==> src/verilog/dlt_pkg.sv <==
package dlt_pkg;

  // ----------------------------------------------------------------
  // Register byte addresses (one aligned word each, data in bits 7:0)
  // ----------------------------------------------------------------
  localparam logic [7:0] ADDR_CTRL     = 8'h00;
  localparam logic [7:0] ADDR_MODE     = 8'h04;
  localparam logic [7:0] ADDR_CLKCTL   = 8'h08;
  localparam logic [7:0] ADDR_EXTCFG   = 8'h0c;
  localparam logic [7:0] ADDR_IRQEN    = 8'h10;
  localparam logic [7:0] ADDR_CNT_BASE = 8'h14;
  localparam int         NUM_CNT_BYTES = 4;

  // ----------------------------------------------------------------
  // Field positions
  // ----------------------------------------------------------------
  localparam int CTRL_RUN0   = 4;
  localparam int CTRL_FLAG0  = 5;
  localparam int CTRL_RUN1   = 6;
  localparam int CTRL_FLAG1  = 7;
  localparam int MODE_LSB0   = 0;
  localparam int MODE_CSEL0  = 2;
  localparam int MODE_FIRST_GATE_ENABLE  = 3;
  localparam int MODE_LSB1   = 4;
  localparam int MODE_CSEL1  = 6;
  localparam int MODE_GATE1  = 7;
  localparam int CLK_PRE_LSB = 0;
  localparam int CLK_SYS0    = 2;
  localparam int CLK_SYS1    = 3;
  localparam int EXT_POL0    = 3;
  localparam int EXT_POL1    = 7;
  localparam int IRQEN0      = 1;
  localparam int IRQEN1      = 3;

  // Count byte indices within the byte array
  localparam int CNT_LO0 = 0;
  localparam int CNT_HI0 = 1;
  localparam int CNT_LO1 = 2;
  localparam int CNT_HI1 = 3;

  localparam logic [7:0] REG_RESET = 8'h00;

  // ----------------------------------------------------------------
  // Modes and prescaler
  // ----------------------------------------------------------------
  localparam logic [1:0] MODE_13BIT  = 2'h0;
  localparam logic [1:0] MODE_16BIT  = 2'h1;
  localparam logic [1:0] MODE_RELOAD = 2'h2;
  localparam logic [1:0] MODE_SPLIT  = 2'h3;

  localparam logic [1:0] PRE_DIV12  = 2'h0;
  localparam logic [1:0] PRE_DIV4   = 2'h1;
  localparam logic [1:0] PRE_DIV48  = 2'h2;
  localparam logic [1:0] PRE_EXT8   = 2'h3;
  localparam logic [5:0] DIV12_LAST = 6'h0b;
  localparam logic [5:0] DIV4_LAST  = 6'h03;
  localparam logic [5:0] DIV48_LAST = 6'h2f;
  localparam logic [2:0] EXT8_LAST  = 3'h7;

  localparam logic [12:0] MAX13 = 13'h1fff;

endpackage
==> src/verilog/dlt_counter_timer.sv <==
`timescale 1ns/1ps

module dlt_counter_timer (
  input  wire logic        clock,
  input  wire logic        arst_n,
  // Wishbone classic slave
  input  wire logic        wb_cyc_i,
  input  wire logic        wb_stb_i,
  input  wire logic        wb_we_i,
  input  wire logic [7:0]  wb_adr_i,
  input  wire logic [3:0]  wb_sel_i,
  input  wire logic [31:0] wb_dat_i,
  output logic      [31:0] wb_dat_o,
  output logic             wb_ack_o,
  // Pins
  input  wire logic        firstCountPin,
  input  wire logic        secondCountPin,
  input  wire logic        first_ext_interrupt_pin,
  input  wire logic        second_ext_interrupt_pin,
  input  wire logic        extClockPin,
  // Events
  output logic             firstIrq,
  output logic             secondIrq,
  output logic             firstOverflowPulse,
  output logic             secondOverflowPulse
);

  // ----------------------------------------------------------------
  // State
  // ----------------------------------------------------------------
  typedef struct packed {
    logic            ack;
    logic [7:0]      rdat;
    logic [7:0]      timer_control_reg;
    logic [7:0]      timer_mode_reg;
    logic [7:0]      clock_control_reg;
    logic [7:0]      ext_interrupt_config_reg;
    logic [7:0]      irqEnableReg;
    logic [3:0][7:0] cnt;
    logic [4:0]      sync1;
    logic [4:0]      sync2;
    logic [4:0]      prev;
    logic [5:0]      preCnt;
    logic [2:0]      extDiv;
    logic            irq0;
    logic            irq1;
    logic            ovfPulse0;
    logic            ovfPulse1;
  } dlt_state_t;

  dlt_state_t s_q;
  dlt_state_t s_d;

  // ----------------------------------------------------------------
  // One count step: returns {overflow, high, low}
  // ----------------------------------------------------------------
  function automatic logic [16:0] countStep(input logic [1:0] mode,
                                            input logic [7:0] lo,
                                            input logic [7:0] hi);
    logic [12:0] v13;
    logic [15:0] v16;
    logic [16:0] r;
    v13 = {hi, lo[4:0]};
    v16 = {hi, lo};
    r   = {1'b0, hi, lo};
    case (mode)
      dlt_pkg::MODE_13BIT: begin
        // Upper low-byte bits are left alone; they carry no count
        v13 = v13 + 13'h0001;
        r   = {(v13 == 13'h0000), v13[12:5], lo[7:5], v13[4:0]};
      end
      dlt_pkg::MODE_16BIT: begin
        v16 = v16 + 16'h0001;
        r   = {(v16 == 16'h0000), v16};
      end
      dlt_pkg::MODE_RELOAD: begin
        if (lo == 8'hff) begin
          r = {1'b1, hi, hi};
        end else begin
          r = {1'b0, hi, lo + 8'h01};
        end
      end
      default: begin
        // Split mode low byte: plain 8-bit counter
        r = {(lo == 8'hff), hi, lo + 8'h01};
      end
    endcase
    return r;
  endfunction

  // ----------------------------------------------------------------
  // Next state
  // ----------------------------------------------------------------
  always_comb begin
    logic [4:0]  pinsNow;
    logic        fall0;
    logic        fall1;
    logic        extRise;
    logic        preTick;
    logic [5:0]  preLast;
    logic [1:0]  pre;
    logic [1:0]  mode0;
    logic [1:0]  mode1;
    logic        split;
    logic        gateOk0;
    logic        gateOk1;
    logic        inc0;
    logic        inc1;
    logic        incHi0;
    logic [16:0] st0;
    logic [16:0] st1;
    logic [8:0]  stHi;
    logic        ovf0;
    logic        ovf1;
    logic        ovfHi;
    logic        setFlag0;
    logic        setFlag1;
    logic        access;
    logic        doWrite;
    logic [7:0]  wbyte;
    logic [7:0]  rd;
    int          idx;

    // Every local gets a value first so no path can leave one stale
    pinsNow  = 5'h00;
    fall0    = 1'b0;
    fall1    = 1'b0;
    extRise  = 1'b0;
    preTick  = 1'b0;
    preLast  = 6'h00;
    pre      = 2'h0;
    mode0    = 2'h0;
    mode1    = 2'h0;
    split    = 1'b0;
    gateOk0  = 1'b0;
    gateOk1  = 1'b0;
    inc0     = 1'b0;
    inc1     = 1'b0;
    incHi0   = 1'b0;
    st0      = 17'h00000;
    st1      = 17'h00000;
    stHi     = 9'h000;
    ovf0     = 1'b0;
    ovf1     = 1'b0;
    ovfHi    = 1'b0;
    setFlag0 = 1'b0;
    setFlag1 = 1'b0;
    access   = 1'b0;
    doWrite  = 1'b0;
    wbyte    = 8'h00;
    rd       = 8'h00;
    idx      = 0;

    s_d     = s_q;
    pinsNow = {extClockPin, second_ext_interrupt_pin, first_ext_interrupt_pin,
               secondCountPin, firstCountPin};
    mode0   = s_q.timer_mode_reg[dlt_pkg::MODE_LSB0 +: 2];
    mode1   = s_q.timer_mode_reg[dlt_pkg::MODE_LSB1 +: 2];
    split   = (mode0 == dlt_pkg::MODE_SPLIT);
    pre     = s_q.clock_control_reg[dlt_pkg::CLK_PRE_LSB +: 2];

    // ----------------------------------------------------------------
    // Pin synchronisers and edge detect
    // ----------------------------------------------------------------
    // Pins pass two flops; edges are taken from the second and third
    s_d.sync1 = pinsNow;
    s_d.sync2 = s_q.sync1;
    s_d.prev  = s_q.sync2;
    fall0   = s_q.prev[0] & ~s_q.sync2[0];
    fall1   = s_q.prev[1] & ~s_q.sync2[1];
    extRise = s_q.sync2[4] & ~s_q.prev[4];

    // ----------------------------------------------------------------
    // Shared prescaler
    // ----------------------------------------------------------------
    case (pre)
      dlt_pkg::PRE_DIV12: preLast = dlt_pkg::DIV12_LAST;
      dlt_pkg::PRE_DIV4:  preLast = dlt_pkg::DIV4_LAST;
      dlt_pkg::PRE_DIV48: preLast = dlt_pkg::DIV48_LAST;
      default:            preLast = dlt_pkg::DIV12_LAST;
    endcase
    preTick = 1'b0;
    if (pre == dlt_pkg::PRE_EXT8) begin
      // External clock is sampled, so it must run below half of clock
      s_d.preCnt = 6'h00;
      if (extRise) begin
        s_d.extDiv = s_q.extDiv + 3'h1;
        preTick    = (s_q.extDiv == dlt_pkg::EXT8_LAST);
      end
    end else begin
      s_d.extDiv = 3'h0;
      // Compare with >= so a smaller divisor chosen mid-count recovers
      if (s_q.preCnt >= preLast) begin
        s_d.preCnt = 6'h00;
        preTick    = 1'b1;
      end else begin
        s_d.preCnt = s_q.preCnt + 6'h01;
      end
    end

    // ----------------------------------------------------------------
    // Run conditions and clock sources
    // ----------------------------------------------------------------
    gateOk0 = ~s_q.timer_mode_reg[dlt_pkg::MODE_FIRST_GATE_ENABLE] |
              (s_q.sync2[2] == s_q.ext_interrupt_config_reg[dlt_pkg::EXT_POL0]);
    gateOk1 = ~s_q.timer_mode_reg[dlt_pkg::MODE_GATE1] |
              (s_q.sync2[3] == s_q.ext_interrupt_config_reg[dlt_pkg::EXT_POL1]);

    // Timer 0 (also split low byte)
    inc0 = s_q.timer_control_reg[dlt_pkg::CTRL_RUN0] & gateOk0 &
           (s_q.timer_mode_reg[dlt_pkg::MODE_CSEL0] ? fall0 :
            (s_q.clock_control_reg[dlt_pkg::CLK_SYS0] ? 1'b1 : preTick));

    // Split high byte: system clock or prescaler only, no count pin, second run bit
    incHi0 = split & s_q.timer_control_reg[dlt_pkg::CTRL_RUN1] &
             (s_q.clock_control_reg[dlt_pkg::CLK_SYS0] ? 1'b1 : preTick);

    // ----------------------------------------------------------------
    // Second timer
    // ----------------------------------------------------------------
    if (split) begin
      // Run control taken over by its mode; no count pin, only system clock or prescaler
      inc1 = (mode1 != dlt_pkg::MODE_SPLIT) &
             (s_q.clock_control_reg[dlt_pkg::CLK_SYS1] ? 1'b1 : preTick);
    end else begin
      inc1 = s_q.timer_control_reg[dlt_pkg::CTRL_RUN1] & gateOk1 &
             (mode1 != dlt_pkg::MODE_SPLIT) &
             (s_q.timer_mode_reg[dlt_pkg::MODE_CSEL1] ? fall1 :
              (s_q.clock_control_reg[dlt_pkg::CLK_SYS1] ? 1'b1 : preTick));
    end

    // ----------------------------------------------------------------
    // Count steps (a run bit never touches the count)
    // ----------------------------------------------------------------
    st0  = countStep(mode0, s_q.cnt[dlt_pkg::CNT_LO0], s_q.cnt[dlt_pkg::CNT_HI0]);
    st1  = countStep(mode1, s_q.cnt[dlt_pkg::CNT_LO1], s_q.cnt[dlt_pkg::CNT_HI1]);
    stHi = {1'b0, s_q.cnt[dlt_pkg::CNT_HI0]} + 9'h001;
    ovf0  = inc0 & st0[16];
    ovf1  = inc1 & st1[16];
    ovfHi = incHi0 & stHi[8];

    if (inc0) begin
      s_d.cnt[dlt_pkg::CNT_LO0] = st0[7:0];
      if (!split) begin
        s_d.cnt[dlt_pkg::CNT_HI0] = st0[15:8];
      end
    end
    if (incHi0) begin
      s_d.cnt[dlt_pkg::CNT_HI0] = stHi[7:0];
    end
    if (inc1) begin
      s_d.cnt[dlt_pkg::CNT_LO1] = st1[7:0];
      s_d.cnt[dlt_pkg::CNT_HI1] = st1[15:8];
    end

    // ----------------------------------------------------------------
    // Overflow events
    // ----------------------------------------------------------------
    setFlag0 = ovf0;
    setFlag1 = split ? ovfHi : ovf1;

    // Overflow strobes for baud and converter triggers
    s_d.ovfPulse0 = ovf0;
    s_d.ovfPulse1 = ovf1;

    // ----------------------------------------------------------------
    // Wishbone classic slave: ack one cycle after request, write at ack
    // ----------------------------------------------------------------
    access  = wb_cyc_i & wb_stb_i;
    doWrite = access & wb_we_i & s_q.ack & wb_sel_i[0];
    wbyte   = wb_dat_i[7:0];
    s_d.ack = access & ~s_q.ack;
    idx     = 0;

    if (doWrite) begin
      case (wb_adr_i)
        dlt_pkg::ADDR_CTRL:   s_d.timer_control_reg = wbyte;
        dlt_pkg::ADDR_MODE:   s_d.timer_mode_reg = wbyte;
        dlt_pkg::ADDR_CLKCTL: s_d.clock_control_reg = wbyte;
        dlt_pkg::ADDR_EXTCFG: s_d.ext_interrupt_config_reg = wbyte;
        dlt_pkg::ADDR_IRQEN:  s_d.irqEnableReg = wbyte;
        default: begin
          // Software write to a count byte beats the count in that cycle
          for (idx = 0; idx < dlt_pkg::NUM_CNT_BYTES; idx++) begin
            if (wb_adr_i == dlt_pkg::ADDR_CNT_BASE + 8'(4 * idx)) begin
              s_d.cnt[idx] = wbyte;
            end
          end
        end
      endcase
    end

    // ----------------------------------------------------------------
    // Flags and interrupt requests
    // ----------------------------------------------------------------
    // Hardware set wins over a software clear in the same cycle
    if (setFlag0) begin
      s_d.timer_control_reg[dlt_pkg::CTRL_FLAG0] = 1'b1;
    end
    if (setFlag1) begin
      s_d.timer_control_reg[dlt_pkg::CTRL_FLAG1] = 1'b1;
    end

    // Interrupt requests gated by the enable register
    s_d.irq0 = s_d.timer_control_reg[dlt_pkg::CTRL_FLAG0] &
               s_q.irqEnableReg[dlt_pkg::IRQEN0];
    s_d.irq1 = s_d.timer_control_reg[dlt_pkg::CTRL_FLAG1] &
               s_q.irqEnableReg[dlt_pkg::IRQEN1];

    // ----------------------------------------------------------------
    // Read data
    // ----------------------------------------------------------------
    // Read data is captured in the cycle the ack is raised
    rd = 8'h00;
    case (wb_adr_i)
      dlt_pkg::ADDR_CTRL:   rd = s_q.timer_control_reg;
      dlt_pkg::ADDR_MODE:   rd = s_q.timer_mode_reg;
      dlt_pkg::ADDR_CLKCTL: rd = s_q.clock_control_reg;
      dlt_pkg::ADDR_EXTCFG: rd = s_q.ext_interrupt_config_reg;
      dlt_pkg::ADDR_IRQEN:  rd = s_q.irqEnableReg;
      default: begin
        for (idx = 0; idx < dlt_pkg::NUM_CNT_BYTES; idx++) begin
          if (wb_adr_i == dlt_pkg::ADDR_CNT_BASE + 8'(4 * idx)) begin
            rd = s_q.cnt[idx];
          end
        end
      end
    endcase
    s_d.rdat = (access & ~s_q.ack) ? rd : s_q.rdat;
  end

  // ----------------------------------------------------------------
  // Registers
  // ----------------------------------------------------------------
  always_ff @(posedge clock or negedge arst_n) begin
    if (!arst_n) begin
      s_q <= '0;
    end else begin
      s_q <= s_d;
    end
  end

  // ----------------------------------------------------------------
  // Outputs, all straight from the state register
  // ----------------------------------------------------------------
  assign wb_ack_o            = s_q.ack;
  assign wb_dat_o            = {24'h000000, s_q.rdat};
  assign firstIrq            = s_q.irq0;
  assign secondIrq           = s_q.irq1;
  assign firstOverflowPulse  = s_q.ovfPulse0;
  assign secondOverflowPulse = s_q.ovfPulse1;

endmodule // dlt_counter_timer

==> config.mk <==
export PLATFORM = sky130hd
export DESIGN_NAME = dlt_counter_timer
export DESIGN_NICKNAME = d
export VERILOG_FILES = /design/src/verilog/dlt_pkg.sv /design/src/verilog/dlt_counter_timer.sv
export SDC_FILE = /design/constraint.sdc
export NUM_CORES = 1
export LEC_CHECK = 0
export BUFFER_PORTS_ARGS = -buffer_cell sky130_fd_sc_hd__buf_2
export CORE_ASPECT_RATIO = 0.9
export CORE_MARGIN = 2
export CORE_UTILIZATION = 40
export DETAILED_ROUTE_END_ITERATION = 10
export PLACE_DENSITY = 0.7
export SLEW_MARGIN = 0
export SYNTH_ARGS = -nofsm -noshare
export SYNTH_HDL_FRONTEND = slang
export SYNTH_SLANG_ARGS = --single-unit
==> constraint.sdc <==
create_clock -name clock -period 5.8 [get_ports clock]
set_input_delay 1.16 -clock clock [delete_from_list [all_inputs] [get_ports clock]]
set_output_delay 1.16 -clock clock [all_outputs]
set_load 0.02 [all_outputs]
# Yosys cells after proc, flatten, opt, wreduce, memory -nomap -nowiden
# Index checks and enable logic that the tools add are counted.
word_totals:
  regBits: 109
  input_bits: 54
  out_inout_bits: 37
  wordCells: 135
classes:
  add_sub_neg: 9
  magnitude_cmp: 1
  eq_ne: 23
  mux: 39
  bitwise: 29
  n_reduce_logical: 13
op_table:
  columns: ["cell", "count"]
  rows:
  - ["2-to-1 mux 8 bit", 15]
  - ["one-hot mux 17 bit (3 select lines)", 2]
  - ["2-to-1 mux 72 bit", 1]
  - ["one-hot mux 8 bit (5 select lines)", 1]
  - ["2-to-1 mux 17 bit", 2]
  - ["adder 16 x 1 -> 16 bit, second input constant", 2]
  - ["equality test 8 x 5 -> 1 bit, second input constant", 4]
  - ["zero test 16 bit", 2]
  - ["2-to-1 mux 16 bit", 2]
  - ["2-to-1 mux 32 bit", 1]
  - ["adder 13 x 1 -> 13 bit, second input constant", 2]
  - ["zero test 13 bit", 2]
  - ["bitwise AND 1 bit", 21]
  - ["adder 8 x 1 -> 8 bit, second input constant", 2]
  - ["equality test 8 x 4 -> 1 bit, second input constant", 2]
  - ["equality test 8 bit, second input constant", 2]
  - ["one-hot mux 6 bit (2 select lines)", 1]
  - ["2-to-1 mux 1 bit", 11]
  - ["equality test 2 bit, second input constant", 5]
  - ["AND reduction 2 bit", 5]
  - ["adder 8 x 1 -> 9 bit, second input constant", 1]
  - ["2-to-1 mux 9 bit", 1]
  - ["equality test 8 x 3 -> 1 bit, second input constant", 1]
  - ["equality test 8 x 6 -> 1 bit, second input constant", 1]
  - ["14 further kinds", 25]

# Logic depth before layout (Yosys ltp)
logic_depth:
  ltp_word: 15
  mapped_depth: 10
  mapped_depth_nobuf: 9

# Worst setup path after synthesis
# Ideal clock, no wire load.
synth_path:
  path_kind: "in2reg"
  startpoint: "in wb_adr_i[4]"
  endpoint: "reg s_q (netlist bit secondIrq)"
  setup_time_ns: 0.128
  arrival_time_ns: 2.706
  t_required_ns: 5.672
  path_slack_ns: 2.966
  stages: 7
  path_buffers: 1
  cell_sequence: "or4_1 -> buf_4 -> nor2_4 -> nand2_2 -> mux2_4 -> a41oi_2 -> a21boi_1"
synth_lines:
  columns: ["item", "line", "text"]
  rows:
  - ["start, declared", "dlt_counter_timer.sv:10", "input wire logic [7:0] wb_adr_i,"]
  - ["end signal, assigned", "dlt_counter_timer.sv:337", "s_q <= '0;"]
  - ["end signal, assigned", "dlt_counter_timer.sv:339", "s_q <= s_d;"]
  - ["end, declared", "dlt_counter_timer.sv:51", "dlt_state_t s_q;"]

==> impl_results.md <==
* Status: finished clean
* Die Wd at 146 µm
* Worst-path maximum fanout at 13
* Synth top area cells: dfrtp_1 37%, mux2_2 6.2%, nand2_1 3.9%, a21oi_1 3.8%, buf_4 3.5%
* Syn avg cell area at 9.05 µm²
* Core Util, Final at 43.4%
* Final hold violation count at 0
* Postcts setup bufs at 0
* Top_reg_cell synth: dfrtp_1
* Register area share after synthesis at 36.7%
* Final antenna diode count at 0
* I/O pins at 91
* Vias per inst at 6.02
* Seq pwr share at 46.5%
* Max VDD drop at ~0.00016 V
* P_sw at 492 µW
* Setup violators final at 0
* CTS Buffer Depth at 2
* IO Port Bufs at 39
* Internal power at roughly 1200 µW
* First-pass GRT wire length at 32300 µm
* Core ar. at 17700 µm²
* Inserted Clock Buffers at 9
* Area fraction of the dominant cell type after synthesis at 36.7%
* Clk root buf: clkbuf_16
* Wire length per cell at 19.7 µm
* Minimum clock period at between 3000 and 4000 ps
* Critical Path RT at 6050 ps
* GRT Util Overall at 21.2%
* Die ar. at 19300 µm²
* Vias in the first global route at 5673
* Worst Skew at 11.4 ps
* Number of fillers in the final layout at roughly 1800
* Clock network power share at 38.7%
* Layout area overhead at 5.47%
* Initial antenna violation count at 0
* Synthesis Warnings at 0
* Total power at 1720 µW
* Antenna viol nets, final at 0
* Initial Util at around two fifths
* Final WS setup at 2660 ps
* Net Sw Frac at 28.6%
* Area leader, netlist: dfrtp_1
* TNS Setup at 0 ps
* Hpwl dp at 14300 µm
* Placer Congestion at roughly 0.96
* Post-CTS sizing at 0
* Share of flip-flops with an asynchronous set or reset at 100%
* Period utilization at 54.1%
* CP Data Arrival Time at roughly 3400 ps
* Combinational fraction of design power at 14.7%
* Gr ovfl total at 0
* Slew headroom at 44.0%
* CP startpoint kind: flip-flop
* Slew @ Worst Pin at 840 ps
* Clk_lat worst skew at ~360 ps
* #FFs+latches synth at roughly 110
* Drt first pass iters at 6
* WL final at 20400 µm
* Crit Path Category: reg2reg
* Placement Rows at 46
* Share of layout cells above drive strength 1 at 17.3%
* Die Height at roughly 130 µm
* NumNets Final at 857
* First DRT Iteration DRCs at 747
* Synth cell count leaders: 107 x dfrtp_1, 75 x nand2_1, 65 x nor2_1
* DRC viols at 0
* Fmax at about 0.32 GHz
* Largest net degree at the start of global routing at 66
* Setup slack at placement at 2420 ps
* Power per cell area at roughly 220 nW/µm²
* Clock transition at path regs at 70 ps
* Hold_buf cts at 0
* CTS tree: yes
* Min-delay worst type: reg2reg
* H-tree depth at 3
* Clk sink count at 107
* P_leak at 0.00323 µW
* RSZ-0062 raised after global routing: no
* Synth Cell Area at 7290 µm²
* Maxcap violations at 0
* Post-synth EDFFs at 0
* Yosys cell types at 92
* Most common cell in the synthesized netlist: dfrtp_1
* Crit. End Element: flip-flop
* Cell count after synthesis at between 800 and 900
* Slew Viols, Final at 0
* DR vias at between 6000 and 7000
-- final timing paths --
path | start | end | slack, ps | cells past startpoint
worst max-delay path | s_q[76]$_DFFE_PN0P_ | s_q[38]$_DFF_PN0_ | 2660 | 9
min in group asynchronous | arst_n | s_q[37]$_DFF_PN0_ | 880 | 1
max in group asynchronous | arst_n | s_q[74]$_DFFE_PN0P_ | 3820 | 2
worst max register to register | s_q[76]$_DFFE_PN0P_ | s_q[38]$_DFF_PN0_ | 2660 | 9
worst min register to register | s_d[22]$_DFF_PN0_ | s_d[17]$_DFF_PN0_ | 350 | 0
worst min-delay path | s_d[22]$_DFF_PN0_ | s_d[17]$_DFF_PN0_ | 350 | 0
-- cell type report --
| class | count | area, µm² | share of cell area (%) |
|---|---|---|---|
| flip-flops and latches | 107 | 2680 | 34.8 |
| well taps | 240 | 300 | 3.90 |
| repair buffers | 41 | 213 | 2.77 |
| clock inverters | 5 | 66.3 | 0.862 |
| clock buffers | 11 | 253 | 3.29 |
| inverters | 14 | 52.6 | 0.683 |
| multi-input cells | 619 | 4130 | 53.7 |
-- metrics by stage --
step / hold WS, ps / cells / area, µm²
after floorplan: 331 / 829 / 7380
after global placement: 332 / 1021 / 7370
after detailed placement: 335 / 1021 / 7370
after CTS: 352 / 1037 / 7690
after global routing: 362 / 1037 / 7690
final: 350 / 1037 / 7690
-- cells by family after synthesis --
group	count (synthesis)	synth area share, %
flip-flops	107	36.7
adder cells (fa/ha/maj)	11	1.89
buffers and inverters	103	7.84
multiplexers	54	8.19
XOR/XNOR	21	2.52
AND/OR/NAND/NOR	283	20.7
AO/OA/AOI/OAI	226	22.1
other	1	0.0514
-- critical path, cell delays in order (launching register included) --
cell,delay (ps)
dfrtp_1,440
nand2b_1,190
ha_1,280
a21oi_1,90
o211ai_4,370
a211o_1,210
nand3_1,380
o21ai_1,560
a21oi_1,140
o41ai_2,360
-- state kept, by name, indices dropped and copies added, names as in the netlist --
register / flops
firstIrq: 1
wb_dat_o: 8
s_d: 10
firstOverflowPulse: 1
secondOverflowPulse: 1
wb_ack_o: 1
secondIrq: 1
s_q: 84
-- placed cells by master, fill, tap and decap left out, drive strengths merged, types with 11 or more instances in the layout --
cell / synthesis / layout
conb: 1 / 24
a21oi: 55 / 55
buf: 62 / 41
inv: 14 / 17
nand4: 11 / 11
nand2: 76 / 76
dfrtp: 107 / 107
mux2: 42 / 42
nor2: 76 / 76
a221oi: 12 / 12
and2: 11 / 11
o21ai: 40 / 40
and3: 14 / 14
nand3: 30 / 30
nor4: 11 / 11
xnor2: 12 / 12
clkbuf: 27 / 11
a31oi: 19 / 19
nor3: 16 / 16
a21o: 12 / 12
mux2i: 12 / 12
ha: 11 / 11
-- routing by layer --
layer	share of wire, %	wire (µm)	vias up	track usage [%]
li1	-	-	2909	-
met2	44	9020	284	31.7
met5	0	0	-	0
met4	1.7	338	0	5.77
met3	9.1	1870	36	5.12
met1	45	9170	3012	30.7
-- power groups by stage --
stage | Combinational [µW] | Clock (µW) | Sequential, µW
floorplan | 201 | 0 | 803
global placement | 248 | 0 | 813
detailed placement | 251 | 0 | 814
CTS | 253 | 677 | 800
global route | 280 | 707 | 804
finish | 253 | 666 | 800
(Power assumes the default switching activity.)
